<file path="config.mk">
export PLATFORM = sky130hd
export DESIGN_NAME = synth_divider_program_port
export DESIGN_NICKNAME = d
export VERILOG_FILES = /design/src/verilog/synth_prog_pkg.sv /design/src/verilog/synth_divider_program_port.sv
export VERILOG_INCLUDE_DIRS = /design/src /design/src/verilog
export SDC_FILE = /design/constraint.sdc
export NUM_CORES = 1
export LEC_CHECK = 0
export ABC_CLOCK_PERIOD_IN_PS = 6900
export BUFFER_PORTS_ARGS = -buffer_cell sky130_fd_sc_hd__buf_2
export CORE_ASPECT_RATIO = 0.8
export CORE_UTILIZATION = 35
export CTS_CLUSTER_DIAMETER = 100
export DETAILED_ROUTE_END_ITERATION = 7
export PLACE_DENSITY = 0.64
export SETUP_SLACK_MARGIN = 0.3
export SLEW_MARGIN = 20
export SYNTH_ARGS = -nofsm -noshare
export SYNTH_HDL_FRONTEND = slang
export SYNTH_SLANG_ARGS = --single-unit
</file>
<file path="constraint.sdc">
create_clock -name mclk -period 6.9 [get_ports mclk]
set_input_delay 0.345 -clock mclk [delete_from_list [all_inputs] [get_ports mclk]]
set_output_delay 0.345 -clock mclk [all_outputs]
set_load 0.1 [all_outputs]
</file>
<file path="src/verilog/synth_prog_defines.svh">
// Constants for the synthesizer divider programming port
`ifndef SYNTH_PROG_DEFINES_SVH
`define SYNTH_PROG_DEFINES_SVH

// ----------------------------------------------------------------
// Serial frame layout, test bits first, feedback divider LSB last
// ----------------------------------------------------------------
`define SP_FRAME_LEN   13
`define SP_TEST_HI     12
`define SP_TEST_LO     11
`define SP_NDIV_HI     10
`define SP_NDIV_LO     9
`define SP_MDIV_HI     8
`define SP_MDIV_LO     0

// ----------------------------------------------------------------
// Reset values of the stored settings
// ----------------------------------------------------------------
`define SP_MDIV_RST    9'h018
`define SP_NDIV_RST    2'h0
`define SP_TEST_RST    2'h0

// ----------------------------------------------------------------
// Input prescaler ratios
// ----------------------------------------------------------------
`define SP_PRE_LOW     4'h8
`define SP_PRE_FLOAT   4'h1
`define SP_PRE_HIGH    4'h4

// ----------------------------------------------------------------
// Diagnostic output selections
// ----------------------------------------------------------------
`define SP_DIAG_LOW    2'h0
`define SP_DIAG_SDATA  2'h1
`define SP_DIAG_FBDIV  2'h2
`define SP_DIAG_FOUT   2'h3

`endif

</file>
<file path="src/verilog/synth_prog_pkg.sv">
// Types shared by the synthesizer divider programming port
package synth_prog_pkg;

    // Level seen on the three-level prescaler select pin
    typedef enum logic [1:0] {
        LEVEL_LOW,
        LEVEL_FLOAT,
        LEVEL_HIGH
    } tri_level_t;

    // Programming mode the port is in
    typedef enum logic {
        PROG_PARALLEL,
        PROG_SERIAL
    } prog_mode_t;

endpackage

</file>
<file path="src/verilog/synth_divider_program_port.sv">
// Divider programming, mode control and output dividers of the synthesizer
`timescale 1ns/1ps
`default_nettype none
`include "synth_prog_defines.svh"

// Operation
// - Parallel strobe low passes divider pins straight to the dividers.
// - Parallel strobe rising captures pins; held until strobe falls or serial load.
// - Diagnostic output stays low while in parallel mode.
// - Prescaler set only by three-level pin: low 8, float 1, high 4.
// - Feedback divider value is the plain binary of its nine bits.
// - Serial mode: parallel strobe high, load low; shift on clock rise.
// - Serial load rising moves shift register into the dividers.
// - Serial load falling latches divider values against further shifting.
// - Serial load high: each shift clock rise passes data to dividers.
// - Serial frame carries feedback, output divider and two test bits.
// - Test bits pick diagnostic: low, serial data, feedback, synth output.
// - Master reset clears dividers: true outputs low, complements high.
// - Master reset keeps stored feedback, output divider and test values.
// - Reference select high picks crystal, low picks the test clock.
// - Bypass select chooses PLL mode or reference bypass mode.
// - Output divider gives 50% duty at every ratio.
// - Output divider bits 00,01,10,11 give ratios 1,2,4,8.
module synth_divider_program_port #(
    parameter int MDIV_W = 9,
    parameter int NDIV_W = 2
) (
    input  wire logic              mclk,
    input  wire logic              rst_n,
    input  wire logic              parallel_load_strobe_n,
    input  wire logic [MDIV_W-1:0] feedback_divider_bits,
    input  wire logic [NDIV_W-1:0] output_divider_bits,
    input  wire logic              serial_load_strobe,
    input  wire logic              serial_shift_clock,
    input  wire logic              serial_data_in,
    input  wire logic              global_reset_in,
    input  wire logic [1:0]        input_divide_level,
    input  wire logic              reference_source_select,
    input  wire logic              pll_bypass_select,
    input  wire logic              xtal_tick,
    input  wire logic              test_clk_tick,
    input  wire logic              vco_tick,
    output logic [MDIV_W-1:0]      feedback_divide_value,
    output logic [NDIV_W-1:0]      output_divide_code,
    output logic [1:0]             diag_select,
    output logic [3:0]             prescale_ratio,
    output logic                   reference_is_crystal,
    output logic                   pll_mode_active,
    output logic                   pfd_ref_tick,
    output logic                   feedback_div_out,
    output logic                   diag_out,
    output logic                   serial_mode,
    output logic                   synth_out_a_true,
    output logic                   synth_out_a_comp,
    output logic                   synth_out_b_true,
    output logic                   synth_out_b_comp
);

    // ----------------------------------------------------------------
    // Helper functions
    // ----------------------------------------------------------------

    // Output divider code to ratio, one-hot power of two
    function automatic logic [3:0] out_ratio(input logic [1:0] code);
        out_ratio = 4'h1 << code;
    endfunction

    // Three-level pin to prescaler ratio; serial path never reaches it
    function automatic logic [3:0] pre_ratio(input logic [1:0] lvl);
        case (lvl)
            synth_prog_pkg::LEVEL_LOW:  pre_ratio = `SP_PRE_LOW;
            synth_prog_pkg::LEVEL_HIGH: pre_ratio = `SP_PRE_HIGH;
            default:                    pre_ratio = `SP_PRE_FLOAT;
        endcase
    endfunction

    // ----------------------------------------------------------------
    // Programming state
    // ----------------------------------------------------------------
    logic [MDIV_W-1:0]         m_q, m_d;
    logic [NDIV_W-1:0]         n_q, n_d;
    logic [1:0]                t_q, t_d;
    logic [`SP_FRAME_LEN-1:0]  sh_q, sh_d;
    synth_prog_pkg::prog_mode_t mode_q, mode_d;
    logic                      sclk_q, sload_q, np_q;
    logic                      sclk_rise, sload_rise, np_rise;
    logic [`SP_FRAME_LEN-1:0]  shifted;

    // Edge detection on the synchronous programming inputs
    assign sclk_rise  = serial_shift_clock & ~sclk_q;
    assign sload_rise = serial_load_strobe & ~sload_q;
    assign np_rise    = parallel_load_strobe_n & ~np_q;
    assign shifted    = {sh_q[`SP_FRAME_LEN-2:0], serial_data_in};

    // Next values of stored settings, shift register and mode
    always_comb begin
        m_d    = m_q;
        n_d    = n_q;
        t_d    = t_q;
        sh_d   = sh_q;
        mode_d = mode_q;
        if (!parallel_load_strobe_n) begin
            m_d    = feedback_divider_bits;
            n_d    = output_divider_bits;
            mode_d = synth_prog_pkg::PROG_PARALLEL;
        end else if (np_rise) begin
            m_d    = feedback_divider_bits;
            n_d    = output_divider_bits;
            mode_d = synth_prog_pkg::PROG_PARALLEL;
        end else if (sload_rise) begin
            // Shift register contents go to the dividers
            m_d    = sh_q[`SP_MDIV_HI:`SP_MDIV_LO];
            n_d    = sh_q[`SP_NDIV_HI:`SP_NDIV_LO];
            t_d    = sh_q[`SP_TEST_HI:`SP_TEST_LO];
            mode_d = synth_prog_pkg::PROG_SERIAL;
        end else if (sclk_rise) begin
            sh_d   = shifted;
            mode_d = synth_prog_pkg::PROG_SERIAL;
            if (serial_load_strobe) begin
                // Strobe held high: shifted data flows straight through
                m_d = shifted[`SP_MDIV_HI:`SP_MDIV_LO];
                n_d = shifted[`SP_NDIV_HI:`SP_NDIV_LO];
                t_d = shifted[`SP_TEST_HI:`SP_TEST_LO];
            end
        end
        // With the strobe low the settings simply hold, so shifting
        // after a falling load edge leaves the dividers alone
    end

    // Registers of the programming state; master reset does not touch them
    always_ff @(posedge mclk or negedge rst_n) begin
        if (!rst_n) begin
            m_q     <= `SP_MDIV_RST;
            n_q     <= `SP_NDIV_RST;
            t_q     <= `SP_TEST_RST;
            sh_q    <= '0;
            mode_q  <= synth_prog_pkg::PROG_PARALLEL;
            sclk_q  <= 1'b0;
            sload_q <= 1'b0;
            np_q    <= 1'b0;
        end else begin
            m_q     <= m_d;
            n_q     <= n_d;
            t_q     <= t_d;
            sh_q    <= sh_d;
            mode_q  <= mode_d;
            sclk_q  <= serial_shift_clock;
            sload_q <= serial_load_strobe;
            np_q    <= parallel_load_strobe_n;
        end
    end

    // ----------------------------------------------------------------
    // Reference, prescaler and divider chain
    // ----------------------------------------------------------------
    logic              ref_tick, src_tick;
    logic [3:0]        pre_ratio_now, n_ratio;
    logic [3:0]        pcnt_q, pcnt_d;
    logic              pfd_q, pfd_d;
    logic              vph_q, vph_d;
    logic [MDIV_W-1:0] fcnt_q, fcnt_d;
    logic              fb_q, fb_d;
    logic [3:0]        ocnt_q, ocnt_d;
    logic              out_q, out_d;

    assign ref_tick      = reference_source_select ? xtal_tick
                                                   : test_clk_tick;
    assign src_tick      = pll_bypass_select ? vco_tick : ref_tick;
    assign pre_ratio_now = pre_ratio(input_divide_level);
    assign n_ratio       = out_ratio(n_q);

    // Next values of the counters; master reset clears all of them
    always_comb begin
        pcnt_d = pcnt_q;
        pfd_d  = 1'b0;
        vph_d  = vph_q;
        fcnt_d = fcnt_q;
        fb_d   = fb_q;
        ocnt_d = ocnt_q;
        out_d  = out_q;
        if (global_reset_in) begin
            pcnt_d = '0;
            vph_d  = 1'b0;
            fcnt_d = '0;
            fb_d   = 1'b0;
            ocnt_d = '0;
            out_d  = 1'b0;
        end else begin
            // Prescaler: one phase detector tick per ratio reference ticks
            if (ref_tick) begin
                if (pcnt_q >= pre_ratio_now - 4'h1) begin
                    pcnt_d = '0;
                    pfd_d  = 1'b1;
                end else begin
                    pcnt_d = pcnt_q + 4'h1;
                end
            end
            if (src_tick) begin
                // Each source tick is one half period of the source clock
                vph_d = ~vph_q;
                if (!vph_q) begin
                    // Feedback divider counts whole source periods
                    if (fcnt_q + 9'h001 >= m_q) begin
                        fcnt_d = '0;
                    end else begin
                        fcnt_d = fcnt_q + 9'h001;
                    end
                    fb_d = (fcnt_d < {1'b0, m_q[MDIV_W-1:1]});
                end
                // Output toggles every ratio half periods: 50% duty
                if (ocnt_q >= n_ratio - 4'h1) begin
                    ocnt_d = '0;
                    out_d  = ~out_q;
                end else begin
                    ocnt_d = ocnt_q + 4'h1;
                end
            end
        end
    end

    // Counter registers
    always_ff @(posedge mclk or negedge rst_n) begin
        if (!rst_n) begin
            pcnt_q <= '0;
            pfd_q  <= 1'b0;
            vph_q  <= 1'b0;
            fcnt_q <= '0;
            fb_q   <= 1'b0;
            ocnt_q <= '0;
            out_q  <= 1'b0;
        end else begin
            pcnt_q <= pcnt_d;
            pfd_q  <= pfd_d;
            vph_q  <= vph_d;
            fcnt_q <= fcnt_d;
            fb_q   <= fb_d;
            ocnt_q <= ocnt_d;
            out_q  <= out_d;
        end
    end

    // ----------------------------------------------------------------
    // Diagnostic output selection
    // ----------------------------------------------------------------
    logic diag_d;

    // Parallel mode forces low whatever the test bits say
    always_comb begin
        if (mode_q == synth_prog_pkg::PROG_PARALLEL) begin
            diag_d = 1'b0;
        end else begin
            case (t_q)
                `SP_DIAG_LOW:   diag_d = 1'b0;
                `SP_DIAG_SDATA: diag_d = serial_data_in;
                `SP_DIAG_FBDIV: diag_d = fb_q;
                `SP_DIAG_FOUT:  diag_d = out_q;
                default:        diag_d = 1'b0;
            endcase
        end
    end

    // ----------------------------------------------------------------
    // Output registers
    // ----------------------------------------------------------------

    // All module outputs come from these flops
    always_ff @(posedge mclk or negedge rst_n) begin
        if (!rst_n) begin
            feedback_divide_value <= `SP_MDIV_RST;
            output_divide_code    <= `SP_NDIV_RST;
            diag_select           <= `SP_TEST_RST;
            prescale_ratio        <= `SP_PRE_FLOAT;
            reference_is_crystal  <= 1'b0;
            pll_mode_active       <= 1'b0;
            pfd_ref_tick          <= 1'b0;
            feedback_div_out      <= 1'b0;
            diag_out              <= 1'b0;
            serial_mode           <= 1'b0;
            synth_out_a_true      <= 1'b0;
            synth_out_a_comp      <= 1'b1;
            synth_out_b_true      <= 1'b0;
            synth_out_b_comp      <= 1'b1;
        end else begin
            feedback_divide_value <= m_q;
            output_divide_code    <= n_q;
            diag_select           <= t_q;
            prescale_ratio        <= pre_ratio_now;
            reference_is_crystal  <= reference_source_select;
            pll_mode_active       <= pll_bypass_select;
            pfd_ref_tick          <= pfd_q;
            feedback_div_out      <= fb_q;
            diag_out              <= diag_d;
            serial_mode           <= (mode_q == synth_prog_pkg::PROG_SERIAL);
            // Both output pairs follow the output divider
            synth_out_a_true      <= out_q;
            synth_out_a_comp      <= ~out_q;
            synth_out_b_true      <= out_q;
            synth_out_b_comp      <= ~out_q;
        end
    end

endmodule
`default_nettype wire

</file>
* After elaboration in Yosys (flattened, before gate mapping)
Cells that the tools add are included.
** Storage, ports and cells
- Register bits after elaboration :: 76
- Input port bits :: 25
- Output and inout bits :: 27
- Word-level logic and storage cells :: 112
** Cells by class
- $add $sub $neg :: 5
- Magnitude comparators :: 4
- Equal/unequal tests :: 7
- Shift operators :: 1
- Multiplexer cells :: 46
- Bitwise operators :: 10
- Reduce and logical (&&, ||, !) cells :: 12
** Operator list (number)
- $mux 9 :: 12
- $mux 4 :: 6
- $mux 1 :: 18
- $mux 2 :: 8
- $reduce_bool 2->1 :: 5
- $add 9x1->9 const B :: 1
- $ge 9x9->1 :: 1
- $lt 9x8->1 :: 1
- $add 4x1->4 const B :: 2
- $ge 4x4->1 :: 2
- $ne 4x1->1 const B :: 2
- $pmux 4 s2 :: 1
- $reduce_and 4->1 :: 2
- $sub 4x1->4 const B :: 2
- $not 1->1 :: 7
- $eq 2x2->1 const B :: 3
- $reduce_and 2->1 :: 3
- $logic_not 2->1 :: 2
- $pmux 1 s4 :: 1
- $shl 1x2->4 const A :: 1
- $and 1x1->1 :: 3
- $eq 2x1->1 const B :: 1
- $ne 2x2->1 const B :: 1

* Logic depth before layout (Yosys ltp)
- Word-level depth :: 10
- Gate-level depth with buffers :: 16
- Mapped depth without buffers :: 16

* Least setup slack after synthesis
OpenSTA, ideal clock, no wires.
- Path kind :: reg-to-reg
- From :: reg fcnt_q[0]
- To :: reg fb_q
- Setup time :: 104 ps
- Data arrival time :: 3185 ps
- Setup slack :: 3612 ps
- Stages on the path, launching flop included :: 15
- Path buffers :: 0
- Period minus slack after synthesis :: 3288 ps
- Cells stage by stage :: dfrtp_1 -> ha_1 -> and4_1 -> nand2_2 -> xnor2_1 -> ha_1 -> and3_4 -> a221oi_4 -> nand2_4 -> nor2_1 -> ha_1 -> nand3_1 -> nor4_1 -> o211a_1 -> o41ai_2
** Between the ends
- Word-level cells in the longest chain between the ends :: 10
** RTL lines
- from (decl) :: RTL line synth_divider_program_port.sv:161 : logic [MDIV_W-1:0] fcnt_q, fcnt_d;
- from (signal assigned) :: RTL line synth_divider_program_port.sv:235 : fcnt_q <= fcnt_d;
- $add 9x1->9 (*) :: RTL line synth_divider_program_port.sv:203, synth_divider_program_port.sv:206
- $ge 9x9->1 :: RTL line synth_divider_program_port.sv:203 : if (fcnt_q + 9'h001 >= m_q) begin
- $mux 9 (*) :: RTL line synth_divider_program_port.sv:203
- $mux 9 (*) :: RTL line synth_divider_program_port.sv:201 : if (!vph_q) begin
- $mux 9 (*) :: RTL line synth_divider_program_port.sv:198 : if (src_tick) begin
- $mux 9 (*) :: RTL line synth_divider_program_port.sv:181 : if (global_reset_in) begin
- $lt 9x8->1 (*) :: RTL line synth_divider_program_port.sv:208 : fb_d = (fcnt_d < {1'b0, m_q[MDIV_W-1:1]});
- $mux 1 (*) :: RTL line synth_divider_program_port.sv:201
- $mux 1 (*) :: RTL line synth_divider_program_port.sv:198
- $mux 1 (*) :: RTL line synth_divider_program_port.sv:181
- to (signal assigned) :: RTL line synth_divider_program_port.sv:228 : fb_q <= 1'b0;
- to (signal assigned) :: RTL line synth_divider_program_port.sv:236 : fb_q <= fb_d;
- to (decl) :: RTL line synth_divider_program_port.sv:162 : logic fb_q, fb_d;
Mark *: on every way between the ends. The rest lies on a longest branch, timed or not. The select of a mux whose other input is x is not followed.
A chain may end at the register's enable or synchronous reset.

* Final worst setup path
Same ends and word-level chain as after synthesis.

==> impl_metrics.py <==
metrics = {
    "floorplan": {
        "die_h_um": 95.6,
        "fp.dieW_um": 119,
        "die_area_um2": 11400,
        "start_util_pct": 36.7,
        "ios": 52,
        "core-area_um2": 10400,
        "core.rowCount": 33,
    },
    "sta": {
        "hold_ws_ns": 0.139,
        "slew_viol_final": 0,
        "rsz0062_at_grt": "no",
        "max_slew_margin_pct": 30.0,
        "finalCritPeriodShare_pct": 54.9,
        "tightestPinTransition_ns": 1.05,
        "skew_ns": 0.00920,
        "post-route-min-period_ns": 3.79,
        "fmax_mhz": 264,
        "hold_viol_final": 0,
        "fin_setup_tns_ns": 0,
        "setup_violations": 0,
    },
    "power_and_ir_drop": {
        "irDropWorstVdd_uv": 250,
        "combPwrFrac_pct": 21.1,
        "leakage_nw": 2.32,
        "p_clk_share_pct": 39.4,
        "p_total_w": 0.00129,
        "p_seq_share_pct": 39.5,
        "p_int_w": 0.000877,
        "power.switching_w": 0.000415,
        "swShare_pct": 32.1,
        "p_per_area_nw_per_um2": 286,
    },
    "yosys": {
        "yosysUniqueCellTypes": 58,
        "syn_area_per_cell_um2": 10.9,
        "synth.cell_area_um2": 3830,
        "synth_seq_area_share_pct": 49.2,
        "synth-edff-count": 0,
        "syn_nets": 404,
        "ys_seq_elements": 75,
        "synthFlopType": "dfrtp_1",
        "synthTopCellsByArea": "dfrtp_1 45%, ha_1 8.5%, dfstp_2 4.1%",
        "yosysMostFrequentCell": "dfrtp_1",
        "synthArstFlopShare_pct": 100,
        "postSynthCellCount": 353,
        "yosys_warnings": 0,
        "synth_common_cells": "69 x dfrtp_1, 40 x nand2_1, 27 x o21ai_0, 26 x ha_1, 21 x inv_1",
        "netlist.area_leader.share_pct": 45.1,
        "synth_top_cell_by_area": "dfrtp_1",
    },
    "route": {
        "ant_nets": 0,
        "wirelength_mm": 7.59,
        "drc": 0,
        "dr.pass1.iters": 4,
        "drt_iter0_drc": 102,
        "vias": 2659,
        "wl_per_cell_um": 13.9,
        "via_per_inst": 4.86,
    },
    "clock_tree": {
        "clock_sinks": 75,
        "cts_hold_buffers": 0,
        "cts_root_buf": "clkbuf_16",
        "ctsLongestPathBuffers": 2,
        "postCtsSetupRepairBufs": 0,
        "path_clk_slew_ns": 0.06,
        "ctsResizeCount": 0,
        "cts.htree.levels": 3,
        "numCtsBuffers": 9,
        "clk_latency_ns": 0.33,
        "cts_tree": "done",
    },
    "global_route": {
        "grt_max_degree": 76,
        "grt_use_met2_pct": 23.0,
        "grt_util_met3_pct": 3.41,
        "busiest_layer": "met2",
        "grt_pass1_vias": 2656,
        "grt_util_met1_pct": 20.3,
        "track_usage_pct": 14.8,
        "antenna_found_initial": 0,
        "grt_overflow_total": 0,
        "grt_pass1_wl_mm": 13.2,
    },
    "layout": {
        "antenna-diode-count": 0,
        "drive_gt1_share_pct": 24.8,
        "nets": 453,
        "area_growth_pct": 18.0,
        "num-fill-cells": 999,
    },
    "worst_setup_path": {
        "worstSetupPathType": "register to register",
        "worstPathMaxFanout": 10,
        "required_ns": 7.13,
        "worst_ep_arrival_time_ns": 4.01,
        "critPathLaunchType": "register",
        "cp-end-kind": "register",
    },
    "place": {
        "portBuffers": 50,
        "globalplace.congestion": 0.817,
        "dpl.hpwl_mm": 5.37,
    },
    "status": {
        "status": "completed",
    },
    "flow_run": {
        "drv_cap": 0,
    },
    "worst_hold_path": {
        "min_path_type": "primary input to register",
    },
}
==> placed cells by master, fill, tap and decap left out, types with 2 or more instances in the layout <==
| master | n |
|---|---|
| nand2_1 | 40 |
| nor2b_1 | 4 |
| xnor2_1 | 3 |
| a21o_1 | 5 |
| and3_2 | 3 |
| buf_4 | 2 |
| clkinv_2 | 2 |
| dfstp_2 | 6 |
| xor2_1 | 4 |
| o31ai_2 | 4 |
| o21ai_0 | 27 |
| o21ai_2 | 2 |
| or2_2 | 3 |
| nand2b_1 | 7 |
| o21ai_1 | 2 |
| a21oi_1 | 16 |
| and3_4 | 2 |
| nand3_1 | 15 |
| inv_1 | 21 |
| o211ai_1 | 4 |
| a211o_1 | 2 |
| mux2i_1 | 14 |
| bufinv_16 | 2 |
| clkbuf_16 | 9 |
| nor2_1 | 11 |
| buf_2 | 49 |
| nor3b_1 | 3 |
| mux2_1 | 10 |
| and3_1 | 2 |
| conb_1 | 2 |
| nor3_1 | 3 |
| ha_1 | 26 |
| dfrtp_1 | 69 |
| mux2_2 | 4 |
==> power by group through the flow <==
stage	Sequential, W	Clock [W]	Combinational (W)
final	0.000510	0.000509	0.000272
after global routing	0.000517	0.000541	0.000296
after CTS	0.000511	0.000524	0.000275
after detailed placement	0.000518	0	0.000274
after global placement	0.000518	0	0.000269
after floorplan	0.000598	0	0.000136
==> final timing paths <==
kind | end | slack (ns) | depth (start not counted) | from
worst max-delay path | fb_q$_DFFE_PN0P_ | 3.11 | 14 | fcnt_q[0]$_DFFE_PN0P_
worst min-delay path | sclk_q$_DFF_PN0_ | 0.14 | 1 | serial_shift_clock
worst min register to register | pfd_ref_tick$_DFF_PN0_ | 0.35 | 0 | pfd_q$_DFF_PN0_
min in group asynchronous | np_q$_DFF_PN0_ | 0.16 | 1 | rst_n
max in group asynchronous | fcnt_q[3]$_DFFE_PN0P_ | 6.14 | 1 | rst_n
worst max register to register | fb_q$_DFFE_PN0P_ | 3.11 | 14 | fcnt_q[0]$_DFFE_PN0P_
==> through the flow <==
| step | setup slack [ns] | utilization, % | cells | instance area (um^2) |
|---|---|---|---|---|
| after floorplan | 3.61 | - | 353 | 3830 |
| after detailed placement | 3.17 | 40.1 | 531 | 4190 |
| final | 3.11 | 43.3 | 547 | 4520 |
| after global routing | 2.87 | 43.3 | 547 | 4520 |
| after CTS | 3.13 | 43.3 | 547 | 4520 |
| after global placement | 3.30 | 40.1 | 531 | 4190 |
==> cell type report <==
class	count	area (um^2)	share of cell area, %
repair buffers	51	260	5.76
well taps	140	175	3.87
flip-flops and latches	75	1880	41.7
clock inverters	6	87.6	1.94
multi-input cells	243	1790	39.6
inverters	22	82.6	1.83
clock buffers	10	239	5.29
==> kinds of logic (layout without fill, tap and decap cells) <==
group | count (synthesis) | count (layout) | share of synthesized area [%]
buffers and inverters | 35 | 89 | 4.08
DFF | 75 | 75 | 49.2
and+or+nand+nor | 103 | 103 | 14.0
muxes | 29 | 29 | 8.16
AOI/OAI and AO/OA | 76 | 76 | 14.3
adders and majority gates | 26 | 26 | 8.49
xor gates and xnor gates | 7 | 7 | 1.60
other | 2 | 2 | 0.196
==> critical path, stage by stage, from the launching register on <==
cell and delay [ns]:
dfrtp_1 0.48, ha_1 0.32, and4_1 0.23, nand2_2 0.06
xnor2_1 0.26, ha_1 0.33, and3_4 0.20, a221oi_4 0.53
nand2_4 0.18, nor2_1 0.13, ha_1 0.25, nand3_1 0.12
nor4_1 0.06, o211a_1 0.23, o41ai_2 0.30
==> routing by layer <==
layer	routed length, um	part of all wire (%)
met3	204	2.7
met5	0	0
met4	102	1.3
met2	3420	45
met1	3860	51
==> flip-flops by register name (all words and copies together), names as in the netlist, 2 cells and up <==
name / cells
t_q: 2
feedback_divide_value: 9
n_q: 2
m_q: 9
fcnt_q: 9
ocnt_q: 4
output_divide_code: 2
prescale_ratio: 3
sh_q: 13
pcnt_q: 4
diag_select: 2
(Power assumes the default switching activity.)
